--- src/logic/pgd_params.svh ---
// Register offsets, field positions and encodings of the plane data path.
`ifndef PGD_PARAMS_SVH
`define PGD_PARAMS_SVH
`define PGD_PORT_INDEX 16'h03CE
`define PGD_PORT_DATA 16'h03CF
`define PGD_IDX_SRV 4'h0
`define PGD_IDX_SRE 4'h1
`define PGD_IDX_CMP 4'h2
`define PGD_IDX_ROT 4'h3
`define PGD_IDX_MAP 4'h4
`define PGD_IDX_MODE 4'h5
`define PGD_IDX_DC 4'h7
`define PGD_IDX_MASK 4'h8
`define PGD_MODE_RDMODE 3
`define PGD_MODE_WMODE_HI 1
`define PGD_MODE_WMODE_LO 0
`define PGD_ROT_FN_HI 4
`define PGD_ROT_FN_LO 3
`define PGD_ROT_CNT_HI 2
`define PGD_ROT_CNT_LO 0
`define PGD_FOUR_PLANE_CHAINING_BIT 3
`define PGD_NIB_MASK 8'h0F
`define PGD_MAP_MASK 8'h03
`define PGD_ROT_MASK 8'h1F
`define PGD_MODE_MASK 8'h0B
`define PGD_RST_BYTE 8'h00
`define PGD_RST_MASK 8'hFF
`define PGD_RST_DC 4'hF
`endif

--- src/logic/pgd_pkg.sv ---
// Types shared by the plane data path modules.
package pgd_pkg;
   typedef enum logic [1:0] {
      PGD_FN_PASS = 2'h0,
      PGD_FN_AND = 2'h1,
      PGD_FN_OR = 2'h2,
      PGD_FN_XOR = 2'h3
   } pgd_fn_t;
   typedef enum logic [2:0] {
      PGD_ST_IDLE = 3'h1,
      PGD_ST_READ = 3'h2,
      PGD_ST_WRITE = 3'h4
   } pgd_state_t;
endpackage

--- src/logic/pgd_alu.sv ---
// Rotate and logical function stage for one write byte against one latch.
`timescale 1ns/100ps
module pgd_alu (
   // Operands.
   input wire logic [7:0] data_in,
   input wire logic [7:0] latch_in,
   // Controls.
   input wire logic [2:0] rot_cnt,
   input wire pgd_pkg::pgd_fn_t fn,
   // Result.
   output logic [7:0] result
);
   logic [15:0] dbl;
   logic [7:0] rot;
   always_comb begin
      dbl = {data_in, data_in} >> rot_cnt;
      rot = dbl[7:0];
      case (fn)
         pgd_pkg::PGD_FN_AND: result = rot & latch_in;
         pgd_pkg::PGD_FN_OR: result = rot | latch_in;
         pgd_pkg::PGD_FN_XOR: result = rot ^ latch_in;
         default: result = rot;
      endcase
   end
endmodule

--- src/logic/pgd_cmp.sv ---
// Colour compare of four plane bytes against a compare colour.
`timescale 1ns/100ps
module pgd_cmp (
   // Plane data.
   input wire logic [31:0] planes,
   // Compare settings.
   input wire logic [3:0] colour,
   input wire logic [3:0] care,
   // Result.
   output logic [7:0] match
);
   genvar b;
   generate
      for (b = 0; b < 8; b++) begin : g_bit
         logic [3:0] pix;
         assign pix = {planes[24+b], planes[16+b], planes[8+b], planes[b]};
         assign match[b] = ((pix ^ colour) & care) == 4'h0;
      end
   endgenerate
endmodule

--- src/logic/pgd_datapath.sv ---
// Plane data path: indexed registers, plane writes and plane reads.
`timescale 1ns/100ps
`include "pgd_params.svh"
module pgd_datapath (
   // Clock and reset.
   input wire logic clock,
   input wire logic rst,
   // Host I/O port.
   input wire logic io_wr,
   input wire logic io_rd,
   input wire logic [15:0] io_addr,
   input wire logic [7:0] io_wdata,
   output logic [7:0] io_rdata,
   // Host memory cycle.
   input wire logic mem_wr,
   input wire logic mem_rd,
   input wire logic [7:0] mem_wdata,
   output logic [7:0] mem_rdata,
   // Sequencer state.
   input wire logic [7:0] sequencer_memory_mode,
   // Display memory planes.
   input wire logic [31:0] plane_rdata,
   output logic [31:0] plane_wdata,
   output logic plane_we
);
   logic [3:0] controller_index_pointer_q;
   logic [3:0] plane_set_reset_value_q;
   logic [3:0] plane_set_reset_enable_q;
   logic [3:0] compare_colour_q;
   logic [4:0] rotate_and_function_q;
   logic [1:0] read_plane_select_q;
   logic [3:0] controller_mode_register_q;
   logic [3:0] compare_dont_care_mask_q;
   logic [7:0] write_bit_mask_q;
   logic [31:0] latch_q;
   logic [7:0] io_rdata_d;
   logic [7:0] mem_rdata_d;
   logic [31:0] plane_wdata_d;
   logic [7:0] cmp_match;
   logic [1:0] wmode;
   logic rd_cmp;
   logic [1:0] rd_plane;
   logic data_wr;
   logic [2:0] rot_cnt;
   pgd_pkg::pgd_fn_t fn;
   pgd_pkg::pgd_state_t state_q;

   assign wmode = controller_mode_register_q[`PGD_MODE_WMODE_HI:`PGD_MODE_WMODE_LO];
   assign rd_cmp = controller_mode_register_q[`PGD_MODE_RDMODE];
   assign rd_plane = sequencer_memory_mode[`PGD_FOUR_PLANE_CHAINING_BIT] ? 2'h0 : read_plane_select_q;
   assign data_wr = io_wr && (io_addr == `PGD_PORT_DATA);
   assign rot_cnt = rotate_and_function_q[`PGD_ROT_CNT_HI:`PGD_ROT_CNT_LO];
   assign fn = pgd_pkg::pgd_fn_t'(rotate_and_function_q[`PGD_ROT_FN_HI:`PGD_ROT_FN_LO]);

   // Index register.
   always_ff @(posedge clock or posedge rst) begin
      if (rst) begin
         controller_index_pointer_q <= 4'h0;
      end else if (io_wr && io_addr == `PGD_PORT_INDEX) begin
         controller_index_pointer_q <= io_wdata[3:0];
      end
   end

   // Indexed registers, written through the data port.
   always_ff @(posedge clock or posedge rst) begin
      if (rst) begin
         plane_set_reset_value_q <= 4'h0;
         plane_set_reset_enable_q <= 4'h0;
         compare_colour_q <= 4'h0;
         rotate_and_function_q <= 5'h00;
         read_plane_select_q <= 2'h0;
         controller_mode_register_q <= 4'h0;
         compare_dont_care_mask_q <= `PGD_RST_DC;
         write_bit_mask_q <= `PGD_RST_MASK;
      end else if (data_wr) begin
         if (controller_index_pointer_q == `PGD_IDX_SRV) begin
            plane_set_reset_value_q <= io_wdata[3:0];
         end else if (controller_index_pointer_q == `PGD_IDX_SRE) begin
            plane_set_reset_enable_q <= io_wdata[3:0];
         end else if (controller_index_pointer_q == `PGD_IDX_CMP) begin
            compare_colour_q <= io_wdata[3:0];
         end else if (controller_index_pointer_q == `PGD_IDX_ROT) begin
            rotate_and_function_q <= io_wdata[4:0];
         end else if (controller_index_pointer_q == `PGD_IDX_MAP) begin
            read_plane_select_q <= io_wdata[1:0];
         end else if (controller_index_pointer_q == `PGD_IDX_MODE) begin
            controller_mode_register_q <= 4'(io_wdata & `PGD_MODE_MASK);
         end else if (controller_index_pointer_q == `PGD_IDX_DC) begin
            compare_dont_care_mask_q <= io_wdata[3:0];
         end else if (controller_index_pointer_q == `PGD_IDX_MASK) begin
            write_bit_mask_q <= io_wdata;
         end
      end
   end

   // I/O read-back mux.
   always_comb begin
      io_rdata_d = `PGD_RST_BYTE;
      if (io_addr == `PGD_PORT_INDEX) begin
         io_rdata_d = {4'h0, controller_index_pointer_q};
      end else if (io_addr == `PGD_PORT_DATA) begin
         if (controller_index_pointer_q == `PGD_IDX_SRV) begin
            io_rdata_d = {4'h0, plane_set_reset_value_q};
         end else if (controller_index_pointer_q == `PGD_IDX_SRE) begin
            io_rdata_d = {4'h0, plane_set_reset_enable_q};
         end else if (controller_index_pointer_q == `PGD_IDX_CMP) begin
            io_rdata_d = {4'h0, compare_colour_q};
         end else if (controller_index_pointer_q == `PGD_IDX_ROT) begin
            io_rdata_d = {3'h0, rotate_and_function_q};
         end else if (controller_index_pointer_q == `PGD_IDX_MAP) begin
            io_rdata_d = {6'h00, read_plane_select_q};
         end else if (controller_index_pointer_q == `PGD_IDX_MODE) begin
            io_rdata_d = {4'h0, controller_mode_register_q};
         end else if (controller_index_pointer_q == `PGD_IDX_DC) begin
            io_rdata_d = {4'h0, compare_dont_care_mask_q};
         end else if (controller_index_pointer_q == `PGD_IDX_MASK) begin
            io_rdata_d = write_bit_mask_q;
         end
      end
   end

   always_ff @(posedge clock or posedge rst) begin
      if (rst) begin
         io_rdata <= `PGD_RST_BYTE;
      end else if (io_rd) begin
         io_rdata <= io_rdata_d;
      end
   end

   // Colour compare of the planes being read.
   pgd_cmp u_cmp (
      .planes(plane_rdata),
      .colour(compare_colour_q),
      .care(compare_dont_care_mask_q),
      .match(cmp_match)
   );

   // Memory read: latch all planes, return plane or compare result.
   always_comb begin
      if (rd_cmp) begin
         mem_rdata_d = cmp_match;
      end else begin
         mem_rdata_d = plane_rdata[rd_plane*8 +: 8];
      end
   end

   always_ff @(posedge clock or posedge rst) begin
      if (rst) begin
         latch_q <= 32'h00000000;
         mem_rdata <= `PGD_RST_BYTE;
      end else if (mem_rd) begin
         latch_q <= plane_rdata;
         mem_rdata <= mem_rdata_d;
      end
   end

   // Per-plane write data.
   genvar p;
   generate
      for (p = 0; p < 4; p++) begin : g_plane
         logic [7:0] alu_out;
         logic [7:0] srb;
         logic [7:0] src;
         logic [7:0] lat;
         assign lat = latch_q[p*8 +: 8];
         pgd_alu u_alu (
            .data_in(mem_wdata),
            .latch_in(lat),
            .rot_cnt(rot_cnt),
            .fn(fn),
            .result(alu_out)
         );
         assign srb = {8{plane_set_reset_value_q[p]}};
         always_comb begin
            if (wmode == 2'h1) begin
               src = lat;
            end else if (plane_set_reset_enable_q[p]) begin
               src = srb;
            end else begin
               src = alu_out;
            end
         end
         assign plane_wdata_d[p*8 +: 8] = (src & write_bit_mask_q)
            | (lat & ~write_bit_mask_q);
      end
   endgenerate

   always_ff @(posedge clock or posedge rst) begin
      if (rst) begin
         plane_wdata <= 32'h00000000;
         plane_we <= 1'b0;
      end else begin
         plane_we <= mem_wr;
         if (mem_wr) begin
            plane_wdata <= plane_wdata_d;
         end
      end
   end

   // Cycle tracker used by the checks.
   always_ff @(posedge clock or posedge rst) begin
      if (rst) begin
         state_q <= pgd_pkg::PGD_ST_IDLE;
      end else begin
         case (1'b1)
            mem_wr: state_q <= pgd_pkg::PGD_ST_WRITE;
            mem_rd: state_q <= pgd_pkg::PGD_ST_READ;
            default: state_q <= pgd_pkg::PGD_ST_IDLE;
         endcase
      end
   end

   property p_idx_low4;
      @(posedge clock) disable iff (rst)
      io_wr && io_addr == `PGD_PORT_INDEX |=> controller_index_pointer_q == $past(io_wdata[3:0]);
   endproperty
   a_idx_low4: assert property (p_idx_low4) else $error("index not taken");

   property p_sr_write;
      @(posedge clock) disable iff (rst)
      mem_wr && wmode == 2'h0 && plane_set_reset_enable_q[0] && write_bit_mask_q == 8'hFF
      |=> plane_wdata[7:0] == {8{$past(plane_set_reset_value_q[0])}};
   endproperty
   a_sr_write: assert property (p_sr_write) else $error("set/reset data wrong");

   property p_sre_isolated;
      @(posedge clock) disable iff (rst)
      mem_wr && wmode == 2'h0 && !plane_set_reset_enable_q[1] && plane_set_reset_enable_q[0]
      && write_bit_mask_q == 8'hFF && rot_cnt == 3'h0 && fn == pgd_pkg::PGD_FN_PASS
      |=> plane_wdata[15:8] == $past(mem_wdata);
   endproperty
   a_sre_isolated: assert property (p_sre_isolated) else $error("enable leaked");

   property p_cmp_read;
      @(posedge clock) disable iff (rst)
      mem_rd && rd_cmp |=> mem_rdata == $past(cmp_match);
   endproperty
   a_cmp_read: assert property (p_cmp_read) else $error("compare read wrong");

   property p_map_read;
      @(posedge clock) disable iff (rst)
      mem_rd && !rd_cmp && !sequencer_memory_mode[`PGD_FOUR_PLANE_CHAINING_BIT]
      |=> mem_rdata == $past(plane_rdata[read_plane_select_q*8 +: 8]);
   endproperty
   a_map_read: assert property (p_map_read) else $error("plane read wrong");

   property p_mask_keep;
      @(posedge clock) disable iff (rst)
      mem_wr |=> ((plane_wdata[7:0] ^ $past(latch_q[7:0])) & ~$past(write_bit_mask_q)) == 8'h00;
   endproperty
   a_mask_keep: assert property (p_mask_keep) else $error("masked bit changed");

   property p_mode1;
      @(posedge clock) disable iff (rst)
      mem_wr && wmode == 2'h1 |=> plane_wdata == $past(latch_q);
   endproperty
   a_mode1: assert property (p_mode1) else $error("mode 1 write wrong");

   property p_upper_zero;
      @(posedge clock) disable iff (rst)
      io_rd && io_addr == `PGD_PORT_DATA && controller_index_pointer_q == `PGD_IDX_MAP
      |=> io_rdata[7:2] == 6'h00;
   endproperty
   a_upper_zero: assert property (p_upper_zero) else $error("upper bits set");

   property p_chain_read;
      @(posedge clock) disable iff (rst)
      mem_rd && !rd_cmp && sequencer_memory_mode[`PGD_FOUR_PLANE_CHAINING_BIT]
      |=> mem_rdata == $past(plane_rdata[7:0]);
   endproperty
   a_chain_read: assert property (p_chain_read) else $error("chained read wrong");

   property p_rot_pass;
      @(posedge clock) disable iff (rst)
      mem_wr && wmode != 2'h1 && !plane_set_reset_enable_q[0] && write_bit_mask_q == 8'hFF
      && fn == pgd_pkg::PGD_FN_PASS
      |=> plane_wdata[7:0] == $past(8'({mem_wdata, mem_wdata} >> rot_cnt));
   endproperty
   a_rot_pass: assert property (p_rot_pass) else $error("rotated data wrong");

   property p_dc_none;
      @(posedge clock) disable iff (rst)
      mem_rd && rd_cmp && compare_dont_care_mask_q == 4'h0 |=> mem_rdata == 8'hFF;
   endproperty
   a_dc_none: assert property (p_dc_none) else $error("excluded plane compared");

   property p_write_pulse;
      @(posedge clock) disable iff (rst)
      mem_wr |=> plane_we && state_q == pgd_pkg::PGD_ST_WRITE;
   endproperty
   a_write_pulse: assert property (p_write_pulse) else $error("plane write missing");

   property p_read_track;
      @(posedge clock) disable iff (rst)
      mem_rd && !mem_wr |=> state_q == pgd_pkg::PGD_ST_READ && !plane_we;
   endproperty
   a_read_track: assert property (p_read_track) else $error("read wrote planes");

   property p_idx_upper;
      @(posedge clock) disable iff (rst)
      io_rd && io_addr == `PGD_PORT_INDEX |=> io_rdata[7:4] == 4'h0;
   endproperty
   a_idx_upper: assert property (p_idx_upper) else $error("index upper bits set");

   c_cmp: cover property (@(posedge clock) disable iff (rst) mem_rd && rd_cmp);
   c_mode1: cover property (@(posedge clock) disable iff (rst) mem_wr && wmode == 2'h1);
   c_sr: cover property (@(posedge clock) disable iff (rst)
      mem_wr && plane_set_reset_enable_q != 4'h0);
   c_chain: cover property (@(posedge clock) disable iff (rst)
      mem_rd && sequencer_memory_mode[`PGD_FOUR_PLANE_CHAINING_BIT]);
endmodule

--- config.mk ---
export PLATFORM = sky130hd
export DESIGN_NAME = pgd_datapath
export DESIGN_NICKNAME = d
export VERILOG_FILES = /design/src/logic/pgd_pkg.sv /design/src/logic/pgd_alu.sv /design/src/logic/pgd_cmp.sv /design/src/logic/pgd_datapath.sv
export VERILOG_INCLUDE_DIRS = /design/src /design/src/logic
export SDC_FILE = /design/constraint.sdc
export NUM_CORES = 1
export LEC_CHECK = 0
export BUFFER_PORTS_ARGS = -buffer_cell sky130_fd_sc_hd__clkbuf_2
export CORE_MARGIN = 2
export CORE_UTILIZATION = 63
export CTS_CLUSTER_SIZE = 24
export DETAILED_ROUTE_END_ITERATION = 8
export GPL_ROUTABILITY_DRIVEN = 0
export GPL_TIMING_DRIVEN = 0
export PLACE_DENSITY = 0.87
export SETUP_SLACK_MARGIN = 0.05
export SLEW_MARGIN = 30
export SYNTH_ARGS = -nofsm -noshare
export SYNTH_HDL_FRONTEND = slang
export SYNTH_SLANG_ARGS = --single-unit
--- constraint.sdc ---
create_clock -name clock -period 6.7 [get_ports clock]
set_input_delay 1.34 -clock clock [delete_from_list [all_inputs] [get_ports clock]]
set_output_delay 1.34 -clock clock [all_outputs]
set_load 0.02 [all_outputs]
* Word level (Yosys, flattened, before mapping)
Cells that the tools add are included.
Widths: inputs -> output; s select.
** Storage, ports and cells
- Register bits after elaboration :: 119
- Bits of input ports :: 78
- Logic and storage cells :: 120
** Cells by class
- Shift-type cells :: 2
- Bitwise operators :: 48
- Muxes and demuxes :: 24
- Equal/unequal tests :: 13
- Reduce and logical (&&, ||, !) cells :: 19
** Operator list (count)
- $mux 8 :: 19
- $and 8x8->8 :: 12
- $pmux 8 s3 :: 4
- $or 8x8->8 :: 8
- $logic_not 4->1 :: 9
- $and 4x4->4 :: 8
- $eq 16x10->1 const B :: 2
- $shiftx 32x6->8 :: 1
- $xor 4x4->4 :: 8
- $xor 8x8->8 :: 4
- $shr 16x3->8 :: 1
- $eq 4x3->1 const B :: 3
- $reduce_and 9->1 :: 1
- $eq 4x2->1 const B :: 2
- $not 8->8 :: 1
- $reduce_and 8->1 :: 1
- $not 1->1 :: 7
- $reduce_and 7->1 :: 1
- $reduce_and 6->1 :: 1
- $reduce_and 5->1 :: 1
- $eq 2x1->1 const B :: 2
- $eq 2x2->1 const B :: 2
- $eq 4x1->1 const B :: 1
- $eq 4x4->1 const B :: 1
- other kinds (5) :: 6

* Logic depth before layout (Yosys ltp)
- Word-level depth :: 11
- Depth in mapped cells :: 10
- Depth with buffers taken out :: 9

* Hierarchy
From an unflattened synthesis, not the netlist that was laid out.
** Unflattened totals
- Cell total of the unflattened synthesis :: 986
- Area total of the unflattened synthesis :: 9934.5 um2
** Modules (own cells, without submodules)
- pgd_datapath :: times used 1, area an instance 6158.4 um2, sequential area each 2992.9 um2, cells an instance 548
- pgd_alu at g_plane[2].u_alu :: times used 1, area an instance 842.1 um2, sequential area each 0.0 um2, cells an instance 94
- pgd_alu at g_plane[1].u_alu :: times used 1, area an instance 818.3 um2, sequential area each 0.0 um2, cells an instance 98
- pgd_alu at g_plane[0].u_alu :: times used 1, area an instance 817.0 um2, sequential area each 0.0 um2, cells an instance 97
- pgd_alu at g_plane[3].u_alu :: times used 1, area an instance 784.5 um2, sequential area each 0.0 um2, cells an instance 93
- pgd_cmp :: times used 1, area an instance 514.2 um2, sequential area each 0.0 um2, cells an instance 56

* Worst setup path before layout
OpenSTA, ideal clock, no wires.
- Kind :: in2reg
- Start :: input port mem_wdata[1]
- End :: register plane_wdata[18]
- Data arrival time :: 3.227 ns
- Cell stages on the path :: 8
- Path slack :: 3.350 ns
- Required time :: 6.577 ns
- Cells stage by stage :: mux4_2 -> mux2i_1 -> ha_1 -> nand2_1 -> o21ai_0 -> a221oi_1 -> o22ai_1 -> o221a_2
** On the way
- Word-level cells in the longest chain between the ends :: 7
** RTL lines
- start, declared :: RTL line pgd_datapath.sv:17 : input wire logic [7:0] mem_wdata,
- $shr 16x3->8 * :: RTL line pgd_alu.sv:16 : dbl = {data_in, data_in} >> rot_cnt;
- $xor 8x8->8 (tied with other cells) :: RTL line pgd_alu.sv:21 : pgd_pkg::PGD_FN_XOR: result = rot ^ latch_in;
- $pmux 8 s3 * :: RTL line pgd_alu.sv:18 : case (fn)
- $mux 8 * :: RTL line pgd_datapath.sv:177 : end else if (plane_set_reset_enable_q[p]) begin
- $mux 8 * :: RTL line pgd_datapath.sv:175 : if (wmode == 2'h1) begin
- $and 8x8->8 * :: RTL line pgd_datapath.sv:183 : assign plane_wdata_d[p*8 +: 8] = (src & write_bit_mask_q)
- $or 8x8->8 * :: RTL line pgd_datapath.sv:184 : | (lat & ~write_bit_mask_q);
- end signal, assigned :: RTL line pgd_datapath.sv:195 : plane_wdata <= plane_wdata_d;
- end, declared :: RTL line pgd_datapath.sv:23 : output logic [31:0] plane_wdata,
Mark *: on every way between the ends. The rest lies on a longest branch, timed or not.
A chain may end at the register's enable or synchronous reset.

* Worst setup path after layout
- Start :: input port mem_wdata[5]
- End :: register plane_wdata[22]
The elaborated chain is that of the path after synthesis.

==> results.yml <==
logic_synthesis:
  ys_ff_latch: 119
  async_flop_share_pct: 100
  seq_area_frac_synth_pct: 35.6
  syn-cell-area_um2: 8400
  syn-num-nets: 1052
  ys_types: 61
  synth.avg_cell_area_um2: 9.23
  synth_ff_type: "dfrtp_1"
  netlist_instances: 910
  synth_edf_count: 0
  ys_warn_count: 0
sta:
  tightest_slew_ns: 0.978
  fin_ws_ns: 2.99
  finalMaxSlewViolations: 0
  slew_headroom_pct: 32.9
  finClkSkew_ns: 0.00696
  hold_violations: 0
  min_period_ns: 3.71
  setup_tns_ns: 0
  finalCritPeriodShare_pct: 55.4
  hold_slack_ns: 0.504
  setup_viol: 0
  fmax_mhz: 269
  rsz0062_at_grt: "no"
floorplan:
  core_um2: 13100
  dieWidth_um: 119
  start_util_pct: 64.0
  die_h_um: 119
  io_pins: 127
  fp.dieArea_um2: 14300
  num_rows: 42
setup_path:
  crit_arrival_ns: 4.03
  worstPathMaxFanout: 7
  cp_num_buf_inv: 2
  slowest_stage: "mux2i_1"
  timing.rr.end: "plane_wdata[12]"
  reg2reg_from: "rotate_and_function_q[2]"
  crit_type: "primary input to flop"
  path_delay_family: "multiplexers"
  path_cells: "clkbuf_2 > mux4_2 > mux2i_1 > inv_1 > ha_1 > a221oi_1 > o22ai_1 > o221a_2"
  reg2reg_depth: 9
  worstPathRequired_ns: 7.02
  cp-end-kind: "flop"
  startpoint_type: "primary input"
  reg2reg_slack_ns: 3.17
  max_stage_delay_ns: 0.75
final_layout:
  layout.cells.non_filler: 1235
  layout-drive-gt1-share_pct: 22.1
  syn2layout_area_growth_pct: 18.1
  multiInputGateArea_um2: 4880
  antennaDiodeCount: 0
  nets: 1188
  layout_common_cells: "clkbuf_2, dfrtp_1, nand2_1"
  fillers: 894
  regArea_um2: 2990
  final_common_cell: "clkbuf_2"
clock_network:
  ctsRootBufferMaster: "clkbuf_16"
  cts-resized-gates: 0
  cts_buffer_depth: 2
  hold_buffers: 0
  htree_levels: 4
  clkLatencyLatePin_ns: 0.44
  path_clk_slew_ns: 0.06
  cts.sinks: 119
  numCtsBuffers: 17
  cts_tree: "yes"
  post_cts_buffers: 0
power_and_ir_drop:
  power_mw: 2.17
  clockPowerShare_pct: 48.9
  p_int_mw: 1.57
  p_sw_uw: 598
  max-vdd-ir-drop_mv: 0.144
  pwr-share-seq_pct: 36.9
  combPwrFrac_pct: 14.2
  leakagePower_nw: 4.57
  swShare_pct: 27.5
  p_per_area_nw_per_um2: 219
detailed_routing:
  finalWirelength_mm: 27.4
  first_pass_iters: 9
  routed_via_density: 6.69
  vias: 8260
  drtIter0Drc: 1261
  drtAntennaViolNets: 0
  drc: 22
  post_drt_wl_per_cell_um: 22.2
grt:
  grt_start_max_net_pins: 95
  track_usage_pct: 38.7
  grt_antenna_before_repair: 0
  grt-ovfl-total: 0
  grt_pass1_vias: 7659
  grt_pass1_wl_mm: 42.6
min_path:
  hold_path_depth: 1
  hold_end: "plane_wdata[1]"
  hold_class: "flop to flop"
  min_from: "plane_wdata[1]"
placement:
  dpl.hpwl_mm: 19.5
  dp.cells: 1203
  portBuffers: 116
  dp_slack_ns: 2.51
outcome:
  status: "finished, violations left"
  violations: "DRC"
job:
  drv_cap: 0
metrics by stage:
step	area, um2	util, %
after floorplan	8400	-
after global placement	9200	70.0
after CTS	9920	75.5
final	9920	75.5
after detailed placement	9240	70.4
after global routing	9920	75.5
power groups by stage:
stage	Combinational, mW	Sequential (mW)	Clock, mW
after floorplan	0.146	0.835	0
after global placement	0.281	0.808	0
after detailed placement	0.295	0.810	0
after CTS	0.301	0.799	1.05
after global routing	0.335	0.804	1.09
final	0.308	0.801	1.06
routing by layer:
metal | track usage [%] | routed length, um
met5 | 0 | 0
met4 | 18.7 | 1510
met3 | 9.53 | 3580
met2 | 57.4 | 11800
met1 | 53.1 | 10500
flip-flops by register name, indices dropped and copies added (netlist names), 5 cells and up:
| name | count |
|---|---|
| io_rdata | 8 |
| latch_q | 32 |
| mem_rdata | 8 |
| plane_wdata | 32 |
| rotate_and_function_q | 5 |
| write_bit_mask_q | 8 |
synthesized netlist by cell type (4+ instances only):
master     number  area share [%]
a222oi_1        8            0.95
mux4_2          9             2.4
inv_1          75             3.4
a2bb2oi_1       4            0.42
a31o_2          8            0.83
o32ai_1         5            0.52
nand2b_1       11            0.82
nor2b_1        17             1.3
nand2_1        82             3.7
o21ai_0        73             4.3
nand3_1        19             1.1
dfstp_2        12             3.8
mux2_1          4            0.54
nor3_1          8            0.48
a221oi_1       29             3.0
a31oi_1        13            0.97
xor2_1         32             3.3
mux2i_1        37             4.4
clkbuf_1       59             2.6
dfrtp_1       107              32
a211oi_1       10            0.89
o22a_1         10             1.0
o22ai_1        12            0.89
mux2_2         39             5.2
ha_1           64             9.5
a2111oi_0       5            0.52
buf_1           8            0.36
o311ai_0        4            0.42
a21oi_1        34             2.0
nor2_1         52             2.3
o221a_2         5            0.67
nand4_1         4            0.30
worst reg2reg max path, cell delays in order, from the launching register on:
cell and delay, ns:
dfrtp_1 0.33, clkbuf_1 0.43, mux4_2 0.59, mux2i_1 0.78, inv_1 0.32, ha_1 0.28
nand2_1 0.05, o21ai_0 0.08, a2111oi_0 0.44, a211oi_1 0.09
cell families (layout without fill, tap and decap cells):
kind of cell,after synthesis,count (layout),synth area share (%)
AOI/OAI and AO/OA,246,246,20.1
xor gates and xnor gates,32,32,3.34
adders and majority gates,64,64,9.53
buffers and inverters,144,293,6.45
DFF,119,119,35.6
muxes,89,89,12.6
and+or+nand+nor,216,216,12.3
how the worst max path moves through the flow:
stage            startpoint                   to  slack, ns  cells after the start
2_1_floorplan           rst  compare_colour_q[0]       2.22                      1
3_3_place_gp            rst          io_rdata[6]       0.99                      2
3_5_place_dp   mem_wdata[1]      plane_wdata[18]       2.51                      8
4_1_cts        mem_wdata[1]      plane_wdata[18]       2.94                      8
5_1_grt        mem_wdata[3]      plane_wdata[14]       2.90                      8
6_report       mem_wdata[5]      plane_wdata[22]       2.99                      8
final cells by class:
class,count,area share [%]
clock buffer,17,4.29
timing repair buffer,117,6.13
clock inverter,15,2.52
buffer,68,2.58
multi-input combinational,647,49.1
sequential,119,30.2
inverter,76,2.95
tap,176,2.22
Power figures use the tool's default switching activity.
